--- config.mk ---
export PLATFORM = sky130hd
export DESIGN_NAME = floppy_auto_powerdown
export DESIGN_NICKNAME = d
export VERILOG_FILES = /design/src/fdc_pm_pkg.sv /design/src/floppy_auto_powerdown.sv
export SDC_FILE = /design/constraint.sdc
export NUM_CORES = 1
export LEC_CHECK = 0
export BUFFER_PORTS_ARGS = -buffer_cell sky130_fd_sc_hd__buf_2
export CORE_UTILIZATION = 50
export DETAILED_ROUTE_END_ITERATION = 12
export PLACE_DENSITY = 0.81
export SYNTH_ARGS = -nofsm -noshare
export SYNTH_HDL_FRONTEND = slang
export SYNTH_SLANG_ARGS = --single-unit
--- constraint.sdc ---
create_clock -name core_clk -period 2.4 [get_ports core_clk]
set_input_delay 0.12 -clock core_clk [delete_from_list [all_inputs] [get_ports core_clk]]
set_output_delay 0.12 -clock core_clk [all_outputs]
set_load 0.02 [all_outputs]
--- src/fdc_pm_pkg.sv ---
/*
 * Constants and carrier types for the floppy controller power manager.
 * Assumes a 10 MHz core clock and a host port decoded to three offset bits.
 */
package fdc_pm_pkg;

    // ************************************************************
    // Clock and timing
    // ************************************************************
    localparam int CLK_KHZ = 10_000;
    localparam int IDLE_MS = 10;
    localparam int IDLE_CYCLES_DEF = IDLE_MS * CLK_KHZ;
    localparam int CNT_W = 20;

    // ************************************************************
    // Host port offsets
    // ************************************************************
    localparam logic [2:0] OFS_STATUS_A = 3'h0;
    localparam logic [2:0] OFS_STATUS_B = 3'h1;
    localparam logic [2:0] OFS_DRIVE_CTRL = 3'h2;
    localparam logic [2:0] OFS_RATE_MAIN = 3'h4;
    localparam logic [2:0] OFS_DATA_FIFO = 3'h5;
    localparam logic [2:0] OFS_DIN_CCTRL = 3'h7;

    // ************************************************************
    // Field positions and values
    // ************************************************************
    localparam int CFG0_POWER_BIT = 3;
    localparam int CFG7_FLOPPY_BIT = 7;
    localparam int DOC_MOTOR_LO = 4;
    localparam int DOC_RESET_N_BIT = 2;
    localparam int RSP_RESET_BIT = 7;
    localparam int RSP_PDOWN_BIT = 6;
    localparam logic [7:0] MSR_IDLE = 8'h80;
    localparam logic [7:0] DOC_RESET_VAL = 8'h00;
    localparam logic [3:0] MOTOR_NONE = 4'h0;

    // ************************************************************
    // Pin groups
    // ************************************************************
    typedef struct packed {
        logic [3:0] motor;
        logic [3:0] dsel;
        logic wdata;
        logic wgate;
    } float_pins_t;

    typedef struct packed {
        logic dir;
        logic step;
        logic head;
        logic density;
        logic [1:0] rate;
    } held_pins_t;

    typedef struct packed {
        logic track_zero;
        logic index_pulse;
        logic disk_change;
        logic second_drive;
    } drive_in_t;

endpackage : fdc_pm_pkg

--- src/floppy_auto_powerdown.sv ---
/*
 * Floppy controller power manager: direct, rate-port, chip-level and auto
 * powerdown, wake-up decode of host accesses and drive pin gating.
 * Assumes the host strobes and drive inputs are asynchronous pins, and that
 * the controller core and configuration block share core_clk.
 */
// Summary of operation
// Configuration zero power bit low forces direct powerdown, whatever auto mode does.
// Auto powerdown is enabled only while configuration seven floppy bit is set.
// Idle timer starts on enable and restarts on main status or data accesses.
// Auto entry needs motors off, status 80H, no interrupt, head unloaded, timer lapsed.
// Disabling auto mode cancels the timer and blocks auto entry.
// Host waits 8us after auto wake, 8us or 4us after direct powerdown.
// Rate port powerdown overrides auto powerdown; auto resumes after its wake.
// Reset ending auto powerdown runs the normal reset sequence.
// Register wake keeps all prior state, as if never powered down.
// Wake on motor bit write, main status read, or data port access.
// After wake the idle timer reloads with 10ms before powering down again.
// Non-waking registers are served in powerdown, keeping written values.
// Offsets 0,1,7 and reads of 2 never wake; 2 and rate writes wake only on motor or reset bits; 4 read, 5 wake.
// Software reset through drive control or rate port wakes the controller.
// Powerdown floats motor, drive select, write data and write gate pins.
// Powerdown keeps direction, step, head, density and rate pins driven.
// Powerdown keeps host pins working and holds interrupt and DMA request low.
// Power-good low powers the controller down regardless of configuration.
// The waking access itself completes normally with valid data.
`timescale 1ns/1ps
`default_nettype none

module floppy_auto_powerdown
    import fdc_pm_pkg::*;
#(
    parameter int IDLE_CYCLES = IDLE_CYCLES_DEF
) (
    // Clock and reset
    input wire logic core_clk,
    input wire logic reset_n,
    // Host port pins
    input wire logic io_rd_n,
    input wire logic io_wr_n,
    input wire logic [2:0] io_addr,
    input wire logic [7:0] io_wdata,
    output logic [7:0] io_rdata,
    output logic io_rdata_oe,
    // Chip-level power input pin
    input wire logic power_good_input,
    // Configuration block
    input wire logic [7:0] config_register_zero,
    input wire logic [7:0] config_register_seven,
    // Controller core
    input wire logic [7:0] core_rdata,
    input wire logic [7:0] core_main_status,
    input wire logic core_irq,
    input wire logic core_dma_req,
    input wire logic core_head_unloaded,
    input wire float_pins_t core_float,
    input wire held_pins_t core_held,
    output logic core_soft_reset,
    output logic [7:0] core_drive_ctrl,
    output drive_in_t core_drive_in,
    // Power state
    output logic powered_down,
    output logic auto_asleep,
    // Drive pins
    input wire drive_in_t drive_in,
    output float_pins_t drive_float,
    output logic drive_float_oe,
    output held_pins_t drive_held,
    // Host request pins
    output logic floppy_irq_output,
    output logic floppy_dma_request
);

    // ************************************************************
    // Input synchronisers
    // ************************************************************
    localparam int SYN_W = 1 + 1 + 3 + 8 + 1 + 4;
    logic [SYN_W-1:0] syn1_q;
    logic [SYN_W-1:0] syn2_q;
    logic rd_n_prev_q;
    logic wr_n_prev_q;

    always_ff @(posedge core_clk or negedge reset_n) begin
        if (!reset_n) begin
            syn1_q <= {SYN_W{1'b1}};
            syn2_q <= {SYN_W{1'b1}};
        end else begin
            syn1_q <= {io_rd_n, io_wr_n, io_addr, io_wdata,
                       power_good_input, drive_in};
            syn2_q <= syn1_q;
        end
    end

    always_ff @(posedge core_clk or negedge reset_n) begin
        if (!reset_n) begin
            rd_n_prev_q <= 1'b1;
            wr_n_prev_q <= 1'b1;
        end else begin
            rd_n_prev_q <= syn2_q[SYN_W-1];
            wr_n_prev_q <= syn2_q[SYN_W-2];
        end
    end

    wire logic rd_n_s = syn2_q[SYN_W-1];
    wire logic wr_n_s = syn2_q[SYN_W-2];
    wire logic [2:0] addr_s = syn2_q[SYN_W-3 -: 3];
    wire logic [7:0] wdata_s = syn2_q[SYN_W-6 -: 8];
    wire logic pgood_s = syn2_q[4];
    wire drive_in_t drive_in_s = syn2_q[3:0];

    // ************************************************************
    // Access decode
    // ************************************************************
    wire logic rd_evt = rd_n_prev_q && !rd_n_s;
    wire logic wr_evt = wr_n_prev_q && !wr_n_s;
    wire logic hit_doc = addr_s == OFS_DRIVE_CTRL;
    wire logic hit_rm = addr_s == OFS_RATE_MAIN;
    wire logic hit_fifo = addr_s == OFS_DATA_FIFO;
    wire logic doc_wr = wr_evt && hit_doc;
    wire logic rsp_wr = wr_evt && hit_rm;
    wire logic msr_rd = rd_evt && hit_rm;
    wire logic fifo_acc = (rd_evt || wr_evt) && hit_fifo;
    wire logic motor_set = doc_wr
        && (wdata_s[DOC_MOTOR_LO +: 4] != MOTOR_NONE);
    wire logic doc_sw_reset = doc_wr && !wdata_s[DOC_RESET_N_BIT];
    wire logic rsp_sw_reset = rsp_wr && wdata_s[RSP_RESET_BIT];
    wire logic sw_reset = doc_sw_reset || rsp_sw_reset;
    // Only these accesses wake; offsets 0, 1, 7, reads of 2, and offset 2 or rate writes with no motor or reset bit do not.
    wire logic wake_acc = motor_set || msr_rd || fifo_acc || sw_reset;
    wire logic timer_touch = msr_rd || fifo_acc;

    // ************************************************************
    // Drive control shadow and host read data
    // ************************************************************
    logic [7:0] doc_q;
    logic [7:0] rdata_q;
    logic rdata_oe_q;
    logic soft_reset_q;

    wire logic [7:0] rdata_d = hit_doc ? doc_q : core_rdata;

    always_ff @(posedge core_clk or negedge reset_n) begin
        if (!reset_n) begin
            doc_q <= DOC_RESET_VAL;
            soft_reset_q <= 1'b0;
        end else begin
            if (doc_wr) begin
                doc_q <= wdata_s;
            end
            soft_reset_q <= sw_reset;
        end
    end

    always_ff @(posedge core_clk or negedge reset_n) begin
        if (!reset_n) begin
            rdata_q <= 8'h00;
            rdata_oe_q <= 1'b0;
        end else begin
            rdata_q <= rdata_d;
            rdata_oe_q <= !rd_n_s;
        end
    end

    // ************************************************************
    // Idle timer
    // ************************************************************
    localparam logic [CNT_W-1:0] IDLE_LOAD = CNT_W'(IDLE_CYCLES - 1);
    localparam logic [CNT_W-1:0] CNT_ZERO = '0;
    logic [CNT_W-1:0] idle_cnt_q;
    logic timer_run_q;
    logic auto_en_q;

    wire logic auto_en = config_register_seven[CFG7_FLOPPY_BIT];
    wire logic timer_lapsed = timer_run_q && (idle_cnt_q == CNT_ZERO);
    wire logic timer_reload = (auto_en && !auto_en_q) || timer_touch
        || wake_acc;

    always_ff @(posedge core_clk or negedge reset_n) begin
        if (!reset_n) begin
            auto_en_q <= 1'b0;
        end else begin
            auto_en_q <= auto_en;
        end
    end

    always_ff @(posedge core_clk or negedge reset_n) begin
        if (!reset_n) begin
            idle_cnt_q <= CNT_ZERO;
            timer_run_q <= 1'b0;
        end else begin
            if (!auto_en) begin
                timer_run_q <= 1'b0;
                idle_cnt_q <= CNT_ZERO;
            end else if (timer_reload) begin
                timer_run_q <= 1'b1;
                idle_cnt_q <= IDLE_LOAD;
            end else if (idle_cnt_q != CNT_ZERO) begin
                idle_cnt_q <= idle_cnt_q - CNT_W'(1);
            end
        end
    end

    // ************************************************************
    // Power state
    // ************************************************************
    logic auto_pd_q;
    logic rate_pd_q;
    logic pd_q;

    wire logic ctrl_idle = (doc_q[DOC_MOTOR_LO +: 4] == MOTOR_NONE)
        && (core_main_status == MSR_IDLE) && !core_irq
        && core_head_unloaded;
    wire logic auto_enter = auto_en && ctrl_idle && timer_lapsed
        && !wake_acc;
    wire logic direct_pd = !config_register_zero[CFG0_POWER_BIT];
    wire logic rate_pd_set = rsp_wr && wdata_s[RSP_PDOWN_BIT]
        && !rsp_sw_reset;
    wire logic pd_d = direct_pd || rate_pd_q || auto_pd_q
        || !pgood_s;

    always_ff @(posedge core_clk or negedge reset_n) begin
        if (!reset_n) begin
            auto_pd_q <= 1'b0;
        end else begin
            // A waking access clears the sleep flags and also reloads the idle timer.
            if (wake_acc || !auto_en) begin
                auto_pd_q <= 1'b0;
            end else if (auto_enter) begin
                auto_pd_q <= 1'b1;
            end
        end
    end

    always_ff @(posedge core_clk or negedge reset_n) begin
        if (!reset_n) begin
            rate_pd_q <= 1'b0;
        end else begin
            if (rate_pd_set) begin
                rate_pd_q <= 1'b1;
            end else if (wake_acc) begin
                rate_pd_q <= 1'b0;
            end
        end
    end

    always_ff @(posedge core_clk or negedge reset_n) begin
        if (!reset_n) begin
            pd_q <= 1'b0;
        end else begin
            pd_q <= pd_d;
        end
    end

    // ************************************************************
    // Pin gating
    // ************************************************************
    float_pins_t float_q;
    held_pins_t held_q;
    drive_in_t drive_in_q;
    logic float_oe_q;
    logic irq_q;
    logic drq_q;

    wire float_pins_t float_d = {doc_q[DOC_MOTOR_LO +: 4], core_float.dsel,
        core_float.wdata, core_float.wgate};

    always_ff @(posedge core_clk or negedge reset_n) begin
        if (!reset_n) begin
            float_q <= '0;
            held_q <= '0;
            drive_in_q <= '0;
            float_oe_q <= 1'b0;
        end else begin
            float_q <= float_d;
            float_oe_q <= !pd_d;
            held_q <= core_held;
            drive_in_q <= drive_in_s;
        end
    end

    always_ff @(posedge core_clk or negedge reset_n) begin
        if (!reset_n) begin
            irq_q <= 1'b0;
            drq_q <= 1'b0;
        end else begin
            irq_q <= core_irq && !pd_d;
            drq_q <= core_dma_req && !pd_d;
        end
    end

    // ************************************************************
    // Outputs
    // ************************************************************
    assign io_rdata = rdata_q;
    assign io_rdata_oe = rdata_oe_q;
    assign core_soft_reset = soft_reset_q;
    assign core_drive_ctrl = doc_q;
    assign core_drive_in = drive_in_q;
    assign powered_down = pd_q;
    assign auto_asleep = auto_pd_q;
    assign drive_float = float_q;
    assign drive_float_oe = float_oe_q;
    assign drive_held = held_q;
    assign floppy_irq_output = irq_q;
    assign floppy_dma_request = drq_q;

endmodule : floppy_auto_powerdown

`default_nettype wire

==> results of run 1 <==
-- cells in the mapped netlist, drive strengths merged, types with 4 or more instances --
master	count
or4	8
nand4	4
buf	4
or3	4
a21oi	16
nor3	7
mux2	16
nand2	4
nor4	11
o21ai	12
o31ai	5
dfrtp	66
inv	4
dfstp	38
clkbuf	5
o22ai	7
nor2	5
-- cell type report --
type,instances,area share [%]
Clock buffer,10,2.58
Clock inverter,6,1.01
Inverter,5,0.379
Multi-Input combinational cell,141,20.3
Sequential cell,104,53.6
Tap cell,99,2.50
Timing Repair Buffer,145,19.6
-- worst paths after layout --
path	startpoint	endpoint	slack [ps]	depth (start not counted)
max	idle_cnt_q[0]$_DFFE_PN0P_	idle_cnt_q[18]$_DFFE_PN0P_	180	6
min	config_register_zero[3]	drive_float_oe$_DFF_PN0_	80	2
max reg2reg	idle_cnt_q[0]$_DFFE_PN0P_	idle_cnt_q[18]$_DFFE_PN0P_	180	6
min reg2reg	syn1_q[4]$_DFF_PN1_	syn2_q[4]$_DFF_PN1_	350	0
max in group asynchronous	reset_n	syn2_q[10]$_DFF_PN1_	1430	3
min in group asynchronous	reset_n	idle_cnt_q[8]$_DFFE_PN0P_	230	2
-- layer usage --
metal | track usage [%] | vias up
met5 | 0 | -
met3 | 4.66 | 14
met4 | 8.50 | 0
li1 | - | 1242
met1 | 25.7 | 1310
met2 | 37.2 | 79
-- where the power goes --
group	internal [mW]	total (mW)	switching, mW	leakage, nW
sequential	1.91	2.00	0.0884	1.22
clock	0.393	0.992	0.599	0.0858
combinational	0.238	0.537	0.299	0.916
total	2.54	3.53	0.986	2.22
-- logic make-up after synthesis --
kind of cell	count (synthesis)	share of synthesized area, %
XOR/XNOR	6	1.41
flip-flops	104	71.3
multiplexers	16	4.85
buffers and inverters	14	1.65
AND/OR/NAND/NOR	62	10.7
AO/OA/AOI/OAI	55	9.43
adder cells (fa/ha/maj)	2	0.673
-- flip-flops by register name (all words and copies together) (netlist names), 4 cells and up --
| register | count |
|---|---|
| syn2_q | 18 |
| io_rdata | 8 |
| drive_held | 6 |
| core_drive_in | 4 |
| idle_cnt_q | 20 |
| drive_float | 10 |
| core_drive_ctrl | 8 |
| syn1_q | 18 |
==> implementation parameters, run 1 <==
Parameter                              Value

Final layout
  Commonest non-fill, non-tap cells in the layout    sky130_fd_sc_hd__buf_2, sky130_fd_sc_hd__dfrtp_1, sky130_fd_sc_hd__dlygate4sd3_1
  Post-Layout Cell Count    510
  Most common library cell in the layout ignoring fill and taps    sky130_fd_sc_hd__buf_2
  Final antenna diode count    0
  Final instance area    just under 5000 um2
  Final core area utilization    just under 70%
  Layout fillers    522
  Area growth syn-to-layout    33.1%
  Area of the multi-input gates    between 1000 and 1500 um2
  Sequential cell area    2650 um2
  Post-layout net count    479
  Fraction of layout instances using a drive strength above 1    around 43%

Yosys
  Number of standard cells after synthesis    259
  Net Count, Synth    332
  Share of the synthesized area in the top cell type    approximately 44%
  Prevailing post-synth register cell    sky130_fd_sc_hd__dfrtp_1
  Yosys cell types    between 40 and 50
  Flip-flop and latch count after synthesis    104
  FFs w/ async S/R, synth    between 90% and 100%
  Average size of a mapped cell    14.3 um2
  Largest cells by area after synthesis    sky130_fd_sc_hd__dfrtp_1, sky130_fd_sc_hd__dfstp_2, sky130_fd_sc_hd__mux2_2
  Cell type with the largest total area after synthesis    sky130_fd_sc_hd__dfrtp_1
  Warnings, synthesis    0
  Portion of the post-synthesis area used by sequential elements    roughly 71%
  EDFF count, synth    0
  Area of the mapped netlist    around 3700 um2

Die
  Row count    31
  Core box area    a little over 7000 um2
  Area of the die    7780 um2
  Initial core utilization    about half
  Die Span Y    88.2 um
  I/O pin total    about 110
  Floorplan die width    just under 90 um

Route
  Remaining antenna violation count    0
  Number of DRC violations after detailed routing    0
  WL met3    between 300 and 400 um
  First-pass iteration count of the detailed router    5
  Top Metal Used    met4
  Via density per instance    between 5 and 6
  Detailed-routed wire length on met2    between 4 and 5 mm
  Vias after detailed routing    around 2.6k
  Number of DRC markers in iteration 0    roughly 180
  Average detailed-routed wire length per instance    15.3 um
  Post-Route WL    a little under 8 mm
  Met1 layer wirelength in the final routing    around 3 mm

STA
  RSZ-0062 raised after global routing    no
  Time the final worst path needs with I/O delays and setup    approximately 2200 ps
  Max Clk Rate    around 450 MHz
  Tightest slew margin relative to the limit    48.9%
  Worst clock skew    roughly 12 ps
  Total negative slack    0 ps
  Hold slack final    ~80 ps
  Final setup violation count    0
  Transition time at the pin with the least slew margin    about 760 ps
  Period Utilization, post-route    92.7%
  Minimum setup slack in the final design    around 180 ps
  Slew Limit Fails    0
  Final number of hold-violating endpoints    0

Critical path
  Worst Setup Path Type    register to register
  Worst path arrival time    around 2500 ps
  Slowest stage cell, crit path    sky130_fd_sc_hd__or4_4
  Type of destination of the critical path    register
  Stage delay of the slowest cell on the critical path    430 ps
  Kind of start point of the critical path    register
  Cell type group with the largest total delay on the critical path    simple AND/OR/NAND/NOR gates
  Data required time at the worst endpoint    ~2700 ps
  Critical Path Fanout Max    5
  Number of buffers and inverters on the critical path    1
  CP cell instances    inv_1 > ha_1 > or3b_1 > or4_4 > or4_1 > a21oi_1

Clock tree
  TritonCTS clock tree    done
  Root buffer cell    sky130_fd_sc_hd__clkbuf_8
  Count of buffers added by post-CTS timing repair for setup    0
  Resized Gates After CTS    0
  Total number of clock tree sinks    ~100
  H-tree levels    3
  Largest buffer count on any clock path    2
  Clk pin slew, worst setup/hold paths    about 90 ps
  Quantity of hold-fixing buffers added after cts    42
  Insertion delay of the later-clocked pin in the worst-skew pair    about 370 ps
  TritonCTS Buffers    9

Power
  Cell Pwr Density    between 700 and 800 nW/um2
  Static leakage    2.22 nW
  VDD IR max    about 550 uV
  Final Power    3.53 mW

Placement
  Placer Congestion    ~0.8
  Post-detailed-placement cell area    around 4300 um2
  HPWL reported at the end of detailed placement    approximately 4.9 mm
  Port bufs    between 90 and 100
  Cell total after placement    between 400 and 500
  Pre-CTS setup slack    roughly 180 ps

GRT
  Maximum number of pins on one net before global-route repair    72
  Number of global-route vias before repair    approximately 2.6k
  Antenna violations before repair    0
  Overall routing resource usage    about a fifth
  Wire length of the first global-routing pass    12.2 mm
  Remaining Overflow, GRT    0

Flow run
  Number of maximum-capacitance constraint violations    0

Status
  Outcome    finished, final reports clean

Worst hold path
  Worst min path class    primary input to register
Note: power is estimated with default switching activity, not from simulation.
==> inputs of run 2 (changes only) <==
--- a/config.mk
+++ b/config.mk
@@ -6,9 +6,9 @@
 export NUM_CORES = 1
 export LEC_CHECK = 0
 export BUFFER_PORTS_ARGS = -buffer_cell sky130_fd_sc_hd__buf_2
-export CORE_UTILIZATION = 50
+export CORE_UTILIZATION = 39
 export DETAILED_ROUTE_END_ITERATION = 12
-export PLACE_DENSITY = 0.81
+export PLACE_DENSITY = 0.66
 export SYNTH_ARGS = -nofsm -noshare
 export SYNTH_HDL_FRONTEND = slang
 export SYNTH_SLANG_ARGS = --single-unit
==> run 2 against run 1 <==
Critical path depth decreased by 2. Utilization down 14 points. Via count shrank 0.11%. First-iteration DRC count is 26% lower. Worst setup slack gained 33 ps. Final cell count up 6.3%.
==> implementation parameters, run 2 (synthesis results as in run 1) <==
Parameter                              Value

STA
  Period Utilization, post-route    91.3% (-1.4 points)
  Time the final worst path needs with I/O delays and setup    2190 ps (-32.7 ps)
  Slew Limit Fails    0 (unchanged)
  RSZ-0062 raised after global routing    no
  Transition time at the pin with the least slew margin    654 ps (-102 ps)
  Total negative slack    0 ps (unchanged)
  Tightest slew margin relative to the limit    56.4% (+7.5 points)
  Final number of hold-violating endpoints    0 (unchanged)
  Worst clock skew    11.3 ps (-0.694 ps)
  Final setup violation count    0 (unchanged)
  Max Clk Rate    456 MHz (+1.5%)

Final layout
  Commonest non-fill, non-tap cells in the layout    sky130_fd_sc_hd__buf_2, sky130_fd_sc_hd__dfrtp_1, sky130_fd_sc_hd__dlygate4sd3_1
  Final antenna diode count    0 (unchanged)
  Post-layout net count    481 (+0.42%)
  Fraction of layout instances using a drive strength above 1    43.6% (+0.52 points)
  Number of flip-flops under the largest register name    20 (unchanged)
  Area growth syn-to-layout    35.0%
  Post-Layout Cell Count    542 (+6.3%)
  Most flops, register    idle_cnt_q
  Most common library cell in the layout ignoring fill and taps    sky130_fd_sc_hd__buf_2
  Final instance area    5020 um2 (+1.4%)
  Layout fillers    759 (+45%)
  Leading registers by flop count    idle_cnt_q: 20 flops, syn1_q: 18 flops, syn2_q: 18 flops

Critical path
  Slowest stage cell, crit path    sky130_fd_sc_hd__or4_4
  Type of destination of the critical path    register
  Cells on worst reg2reg path    4 (-2)
  Register-to-Register Setup Slack    210 ps (+30 ps)
  CP cell instances    or4_4 > or4_4 > or4_1 > a21oi_1
  Cell type group with the largest total delay on the critical path    simple AND/OR/NAND/NOR gates
  Worst R2R End    idle_cnt_q[18]$_DFFE_PN0P_
  Crit path top cell by count    sky130_fd_sc_hd__or4_4
  Stage delay of the slowest cell on the critical path    610 ps (+180 ps)
  Beginning of the worst register-to-register path    idle_cnt_q[6]$_DFFE_PN0P_
  Data required time at the worst endpoint    2700 ps (about the same)
  Critical path startpoint    idle_cnt_q[6]$_DFFE_PN0P_
  Worst Setup Path Type    register to register
  Number of buffers and inverters on the critical path    0 (-1)
  Kind of start point of the critical path    register
  Worst path arrival time    2490 ps (-30 ps)
  Critical Path Fanout Max    9 (+4)

Power
  Design internal power    2.58 mW (+1.6%)
  Sequential cell fraction of total power    55.8% (-0.8 points)
  Switching part of the total power    27.9% (about the same)
  Power dissipated by switching net loads    1.00 mW (+1.5%)
  Clk network pwr share    29.3% (+1.2 points)
  Final Power    3.58 mW (+1.6%)
  VDD IR max    481 uV (-12%)
  Combinational share of power    14.9% (-0.3 points)
  Cell Pwr Density    714 nW/um2 (+0.13%)
  Static leakage    2.24 nW (+1.0%)

GRT
  Remaining Overflow, GRT    0 (unchanged)
  Antenna violations before repair    0 (unchanged)
  Maximum number of pins on one net before global-route repair    54 (-25%)
  Overall routing resource usage    16.1% (-5.1 points)
  Number of global-route vias before repair    2,632 (+2.7%)
  Wire length of the first global-routing pass    12.3 mm (+0.80%)

Die
  Die Span Y    99.6 um (+13%)
  I/O pin total    114 (unchanged)
  Initial core utilization    40.2% (-11 points)
  Row count    35 (+13%)
  Floorplan die width    99.6 um (+13%)
  Area of the die    9920 um2 (+28%)
  Core box area    9240 um2 (+28%)

Worst hold path
  Startpoint of the most critical hold path    config_register_zero[3]
  Worst Hold Endpoint    drive_float_oe$_DFF_PN0_
  Worst min path class    primary input to register
  WHS Path Cells    3 (+1)

Route
  Number of DRC markers in iteration 0    135 (-26%)
  Remaining antenna violation count    0 (unchanged)
  First-pass iteration count of the detailed router    7 (+2)
  Vias after detailed routing    2,642 (-0.11%)
  Via density per instance    4.87 (-6.0%)
  Number of DRC violations after detailed routing    0 (unchanged)
  Post-Route WL    7.39 mm (-5.2%)
  Average detailed-routed wire length per instance    13.6 um (-11%)

Clock tree
  Total number of clock tree sinks    104 (unchanged)
  H-tree levels    3 (unchanged)
  TritonCTS Buffers    9 (unchanged)
  Root buffer cell    sky130_fd_sc_hd__clkbuf_8
  Insertion delay of the later-clocked pin in the worst-skew pair    370 ps (about the same)
  Clk pin slew, worst setup/hold paths    100 ps (about the same)
  TritonCTS clock tree    done
  Largest buffer count on any clock path    2 (unchanged)

Flow run
  Number of maximum-capacitance constraint violations    0 (unchanged)

Placement
  Port bufs    95 (unchanged)
  Cell total after placement    484 (+7.1%)
  Post-detailed-placement cell area    4400 um2 (+1.2%)
  HPWL reported at the end of detailed placement    4.88 mm (-0.10%)
  Placer Congestion    0.807 (+0.96%)

Status
  Outcome    finished, final reports clean
[run 2: worst reg2reg max path, delay by kind of cell (launching register included)]
family,cells,cell delay [ps]
and+or+nand+nor,3,1560
DFF,1,430
AOI/OAI and AO/OA,1,140
[run 2: how the worst max path moves through the flow]
stage | endpoint | slack [ps] | depth (start not counted)
after global routing | idle_cnt_q[12]$_DFFE_PN0P_ | 90 | 6
after global placement | idle_cnt_q[18]$_DFFE_PN0P_ | 260 | 4
after detailed placement | idle_cnt_q[18]$_DFFE_PN0P_ | 210 | 6
after CTS | idle_cnt_q[18]$_DFFE_PN0P_ | 200 | 6
after floorplan | idle_cnt_q[18]$_DFFE_PN0P_ | 210 | 7
final | idle_cnt_q[18]$_DFFE_PN0P_ | 210 | 4
[run 2: layout make-up]
class | instances | area, um2 | area share (%)
flip-flops and latches | 104 | 2650 | 52.8
multi-input cells | 141 | 1000 | 20.0
repair buffers | 147 | 986 | 19.7
well taps | 129 | 161 | 3.22
clock buffers | 10 | 138 | 2.74
clock inverters | 6 | 58.8 | 1.17
inverters | 5 | 18.8 | 0.374
[run 2: power by group through the flow]
stage                     clock, mW  sequential [mW]  combinational [mW]
after global routing           1.15             2.02               0.582
after floorplan                   0             2.10               0.183
after detailed placement          0             2.03               0.483
final                          1.05             2.00               0.533
after CTS                      1.08             2.00               0.536
after global placement            0             2.03               0.473
[run 2: through the flow]
stage               utilization (%)  setup WS (ps)  hold slack (ps)
CTS                            54.3            204              141
global route                   54.3           87.7              139
global placement               47.6            257              189
finish                         54.3            208              147
floorplan                         -            209             -176
detailed placement             47.6            215              195
[run 2: what timing repair did]
action                    CTS  global route
resized for setup           0             0
hold buffers               42             0
hold endpoints to repair   72             0
setup buffers               0             0
[run 2: metal layers]
layer,track usage [%],share of wire (%),vias to the layer above
met5,0,0,-
met4,6.45,1.7,0
met3,4.50,4.5,9
met2,26.7,51,67
met1,20.2,43,1314
li1,-,-,1252
==> inputs of run 3 (changes only) <==
--- a/config.mk
+++ b/config.mk
@@ -8,6 +8,7 @@
 export BUFFER_PORTS_ARGS = -buffer_cell sky130_fd_sc_hd__buf_2
 export CORE_UTILIZATION = 39
 export DETAILED_ROUTE_END_ITERATION = 12
+export GPL_TIMING_DRIVEN = 0
 export PLACE_DENSITY = 0.66
 export SYNTH_ARGS = -nofsm -noshare
 export SYNTH_HDL_FRONTEND = slang
==> run 3 against run 2 <==
Power shrank 1.4%. Sequential cell count is the same. First-iteration DRC count shrank 8.1%.
==> implementation parameters, run 3 (synthesis results as in run 1) <==
Parameter                              Value

STA
  Tightest slew margin relative to the limit    40.6% (-16 points)
  Final number of hold-violating endpoints    0 (unchanged)
  Worst clock skew    10.5 ps (-0.789 ps)
  Slew Limit Fails    0 (unchanged)
  Time the final worst path needs with I/O delays and setup    2280 ps (+86.9 ps)
  Period Utilization, post-route    95.0% (+3.6 points)
  RSZ-0062 raised after global routing    no
  Final setup violation count    0 (unchanged)
  Transition time at the pin with the least slew margin    879 ps (+225 ps)
  Max Clk Rate    439 MHz (-3.8%)

Critical path
  Kind of start point of the critical path    register
  Number of buffers and inverters on the critical path    1 (+1)
  Cells on worst reg2reg path    6 (+2)
  Critical Path Fanout Max    8 (-1)
  Stage delay of the slowest cell on the critical path    440 ps (-170 ps)
  CP cell instances    inv_1 > ha_2 > or3b_4 > or3_1 > or4_1 > a21oi_1
  Slowest stage cell, crit path    sky130_fd_sc_hd__or3b_4
  Register-to-Register Setup Slack    120 ps (-90 ps)
  Beginning of the worst register-to-register path    idle_cnt_q[0]$_DFFE_PN0P_
  Worst Setup Path Type    register to register
  Cell type group with the largest total delay on the critical path    simple AND/OR/NAND/NOR gates
  Worst path arrival time    2560 ps (+70 ps)
  Data required time at the worst endpoint    2680 ps (-20 ps)
  Levels on crit path    6 (+2)
  Type of destination of the critical path    register
  Worst R2R End    idle_cnt_q[12]$_DFFE_PN0P_

Clock tree
  TritonCTS Buffers    9 (unchanged)
  H-tree levels    3 (unchanged)
  Largest buffer count on any clock path    2 (unchanged)
  Total number of clock tree sinks    104 (unchanged)
  TritonCTS clock tree    done
  Clk pin slew, worst setup/hold paths    90 ps (about the same)
  Insertion delay of the later-clocked pin in the worst-skew pair    360 ps (about the same)
  Root buffer cell    sky130_fd_sc_hd__clkbuf_8

Die
  Initial core utilization    40.2% (unchanged)
  Row count    35 (unchanged)
  Area of the die    9920 um2 (unchanged)
  Floorplan die width    99.6 um (unchanged)
  Die Span Y    99.6 um (unchanged)
  I/O pin total    114 (unchanged)
  Core box area    9240 um2 (unchanged)

Final layout
  Fraction of layout instances using a drive strength above 1    43.2% (-0.38 points)
  Number of flip-flops under the largest register name    20 (unchanged)
  Commonest non-fill, non-tap cells in the layout    sky130_fd_sc_hd__buf_2, sky130_fd_sc_hd__dfrtp_1, sky130_fd_sc_hd__dlygate4sd3_1
  Most common library cell in the layout ignoring fill and taps    sky130_fd_sc_hd__buf_2
  Leading registers by flop count    idle_cnt_q: 20 flops, syn1_q: 18 flops, syn2_q: 18 flops
  Area growth syn-to-layout    34.7%
  Post-layout net count    480 (-0.21%)
  Final core area utilization    54.2% (-0.12 points)
  Most flops, register    idle_cnt_q
  Layout fillers    766 (+0.92%)
  Final antenna diode count    0 (unchanged)
  Post-Layout Cell Count    541 (-0.18%)

GRT
  Remaining Overflow, GRT    0 (unchanged)
  Number of global-route vias before repair    2,688 (+2.1%)
  Antenna violations before repair    0 (unchanged)
  Maximum number of pins on one net before global-route repair    80 (+48%)
  Overall routing resource usage    16.4% (+0.21 points)
  Wire length of the first global-routing pass    12.4 mm (+1.1%)

Route
  Number of DRC violations after detailed routing    0 (unchanged)
  Vias after detailed routing    2,660 (+0.68%)
  Via density per instance    4.92 (+0.87%)
  Average detailed-routed wire length per instance    14.0 um (+2.9%)
  Post-Route WL    7.59 mm (+2.7%)
  First-pass iteration count of the detailed router    4 (-3)
  Remaining antenna violation count    0 (unchanged)
  Number of DRC markers in iteration 0    124 (-8.1%)

Placement
  Placer Congestion    0.843 (+4.5%)
  HPWL reported at the end of detailed placement    5.00 mm (+2.3%)
  Cell total after placement    484 (unchanged)
  Port bufs    95 (unchanged)

Power
  Static leakage    2.22 nW (-0.90%)
  Cell Pwr Density    705 nW/um2 (-1.2%)
  VDD IR max    504 uV (+4.8%)

Status
  Outcome    finished, final reports clean

Flow run
  Number of maximum-capacitance constraint violations    0 (unchanged)

Worst hold path
  WHS Path Cells    2 (-1)
  Worst min path class    primary input to register
  Worst Hold Endpoint    drive_float_oe$_DFF_PN0_
  Startpoint of the most critical hold path    config_register_zero[3]
run 3: cell types whose count changed in the layout (fill, tap and decap cells not counted), moves of 2 or more:
cell,delta
sky130_fd_sc_hd__buf_4,-8
sky130_fd_sc_hd__inv_6,+2
sky130_fd_sc_hd__buf_1,+2
sky130_fd_sc_hd__clkbuf_1,+4
sky130_fd_sc_hd__inv_8,-2
run 3: metrics by stage:
stage	worst slack, ps	TNS, ps	power [mW]	cell area [um2]	hold slack (ps)
floorplan	209	0	2.29	3720	-176
global placement	28.6	0	2.49	4350	224
detailed placement	-16.9	-17.2	2.51	4380	71.6
CTS	22.0	0	3.56	4980	85.6
global route	1.99	0	3.70	5010	93.9
finish	121	0	3.53	5010	103
run 3: how the worst max path moves through the flow:
stage                                            end                       from  slack [ps]
final                     idle_cnt_q[12]$_DFFE_PN0P_  idle_cnt_q[0]$_DFFE_PN0P_         120
after global routing      idle_cnt_q[18]$_DFFE_PN0P_  idle_cnt_q[0]$_DFFE_PN0P_           2
after CTS                 idle_cnt_q[12]$_DFFE_PN0P_  idle_cnt_q[0]$_DFFE_PN0P_          20
after detailed placement  idle_cnt_q[18]$_DFFE_PN0P_  idle_cnt_q[0]$_DFFE_PN0P_         -20
after global placement    idle_cnt_q[18]$_DFFE_PN0P_  idle_cnt_q[0]$_DFFE_PN0P_          30
after floorplan           idle_cnt_q[18]$_DFFE_PN0P_  idle_cnt_q[0]$_DFFE_PN0P_         210
run 3: cell type report:
cell class / instances / area, um2 / share of cell area [%]
Multi-Input combinational cell: 141 / 1030 / 20.5
Clock buffer: 10 / 128 / 2.55
Clock inverter: 6 / 51.3 / 1.02
Buffer: 7 / 35.0 / 0.700
Timing Repair Buffer: 139 / 933 / 18.6
Tap cell: 129 / 161 / 3.22
Inverter: 5 / 18.8 / 0.375
Sequential cell: 104 / 2650 / 52.9
run 3: what timing repair did:
| item | in CTS | in global routing |
|---|---|---|
| pin swaps | 0 | 0 |
| hold buffers | 42 | 0 |
| endpoints found under the hold margin | 66 | 0 |
| buffers inserted | 0 | 1 |
| setup endpoints to repair | 3 | 13 |
| gates resized for setup | 1 | 4 |
run 3: power by group:
| part | internal [mW] | switching [mW] |
|---|---|---|
| sequential | 1.91 | 0.0865 |
| clock | 0.394 | 0.594 |
| combinational | 0.243 | 0.304 |
run 3: per-layer routing:
metal | share of wire [%] | global-route usage (%)
met1 | 42 | 20.1
met2 | 50 | 26.0
met3 | 3.6 | 3.65
met4 | 4.2 | 11.1
met5 | 0 | 0
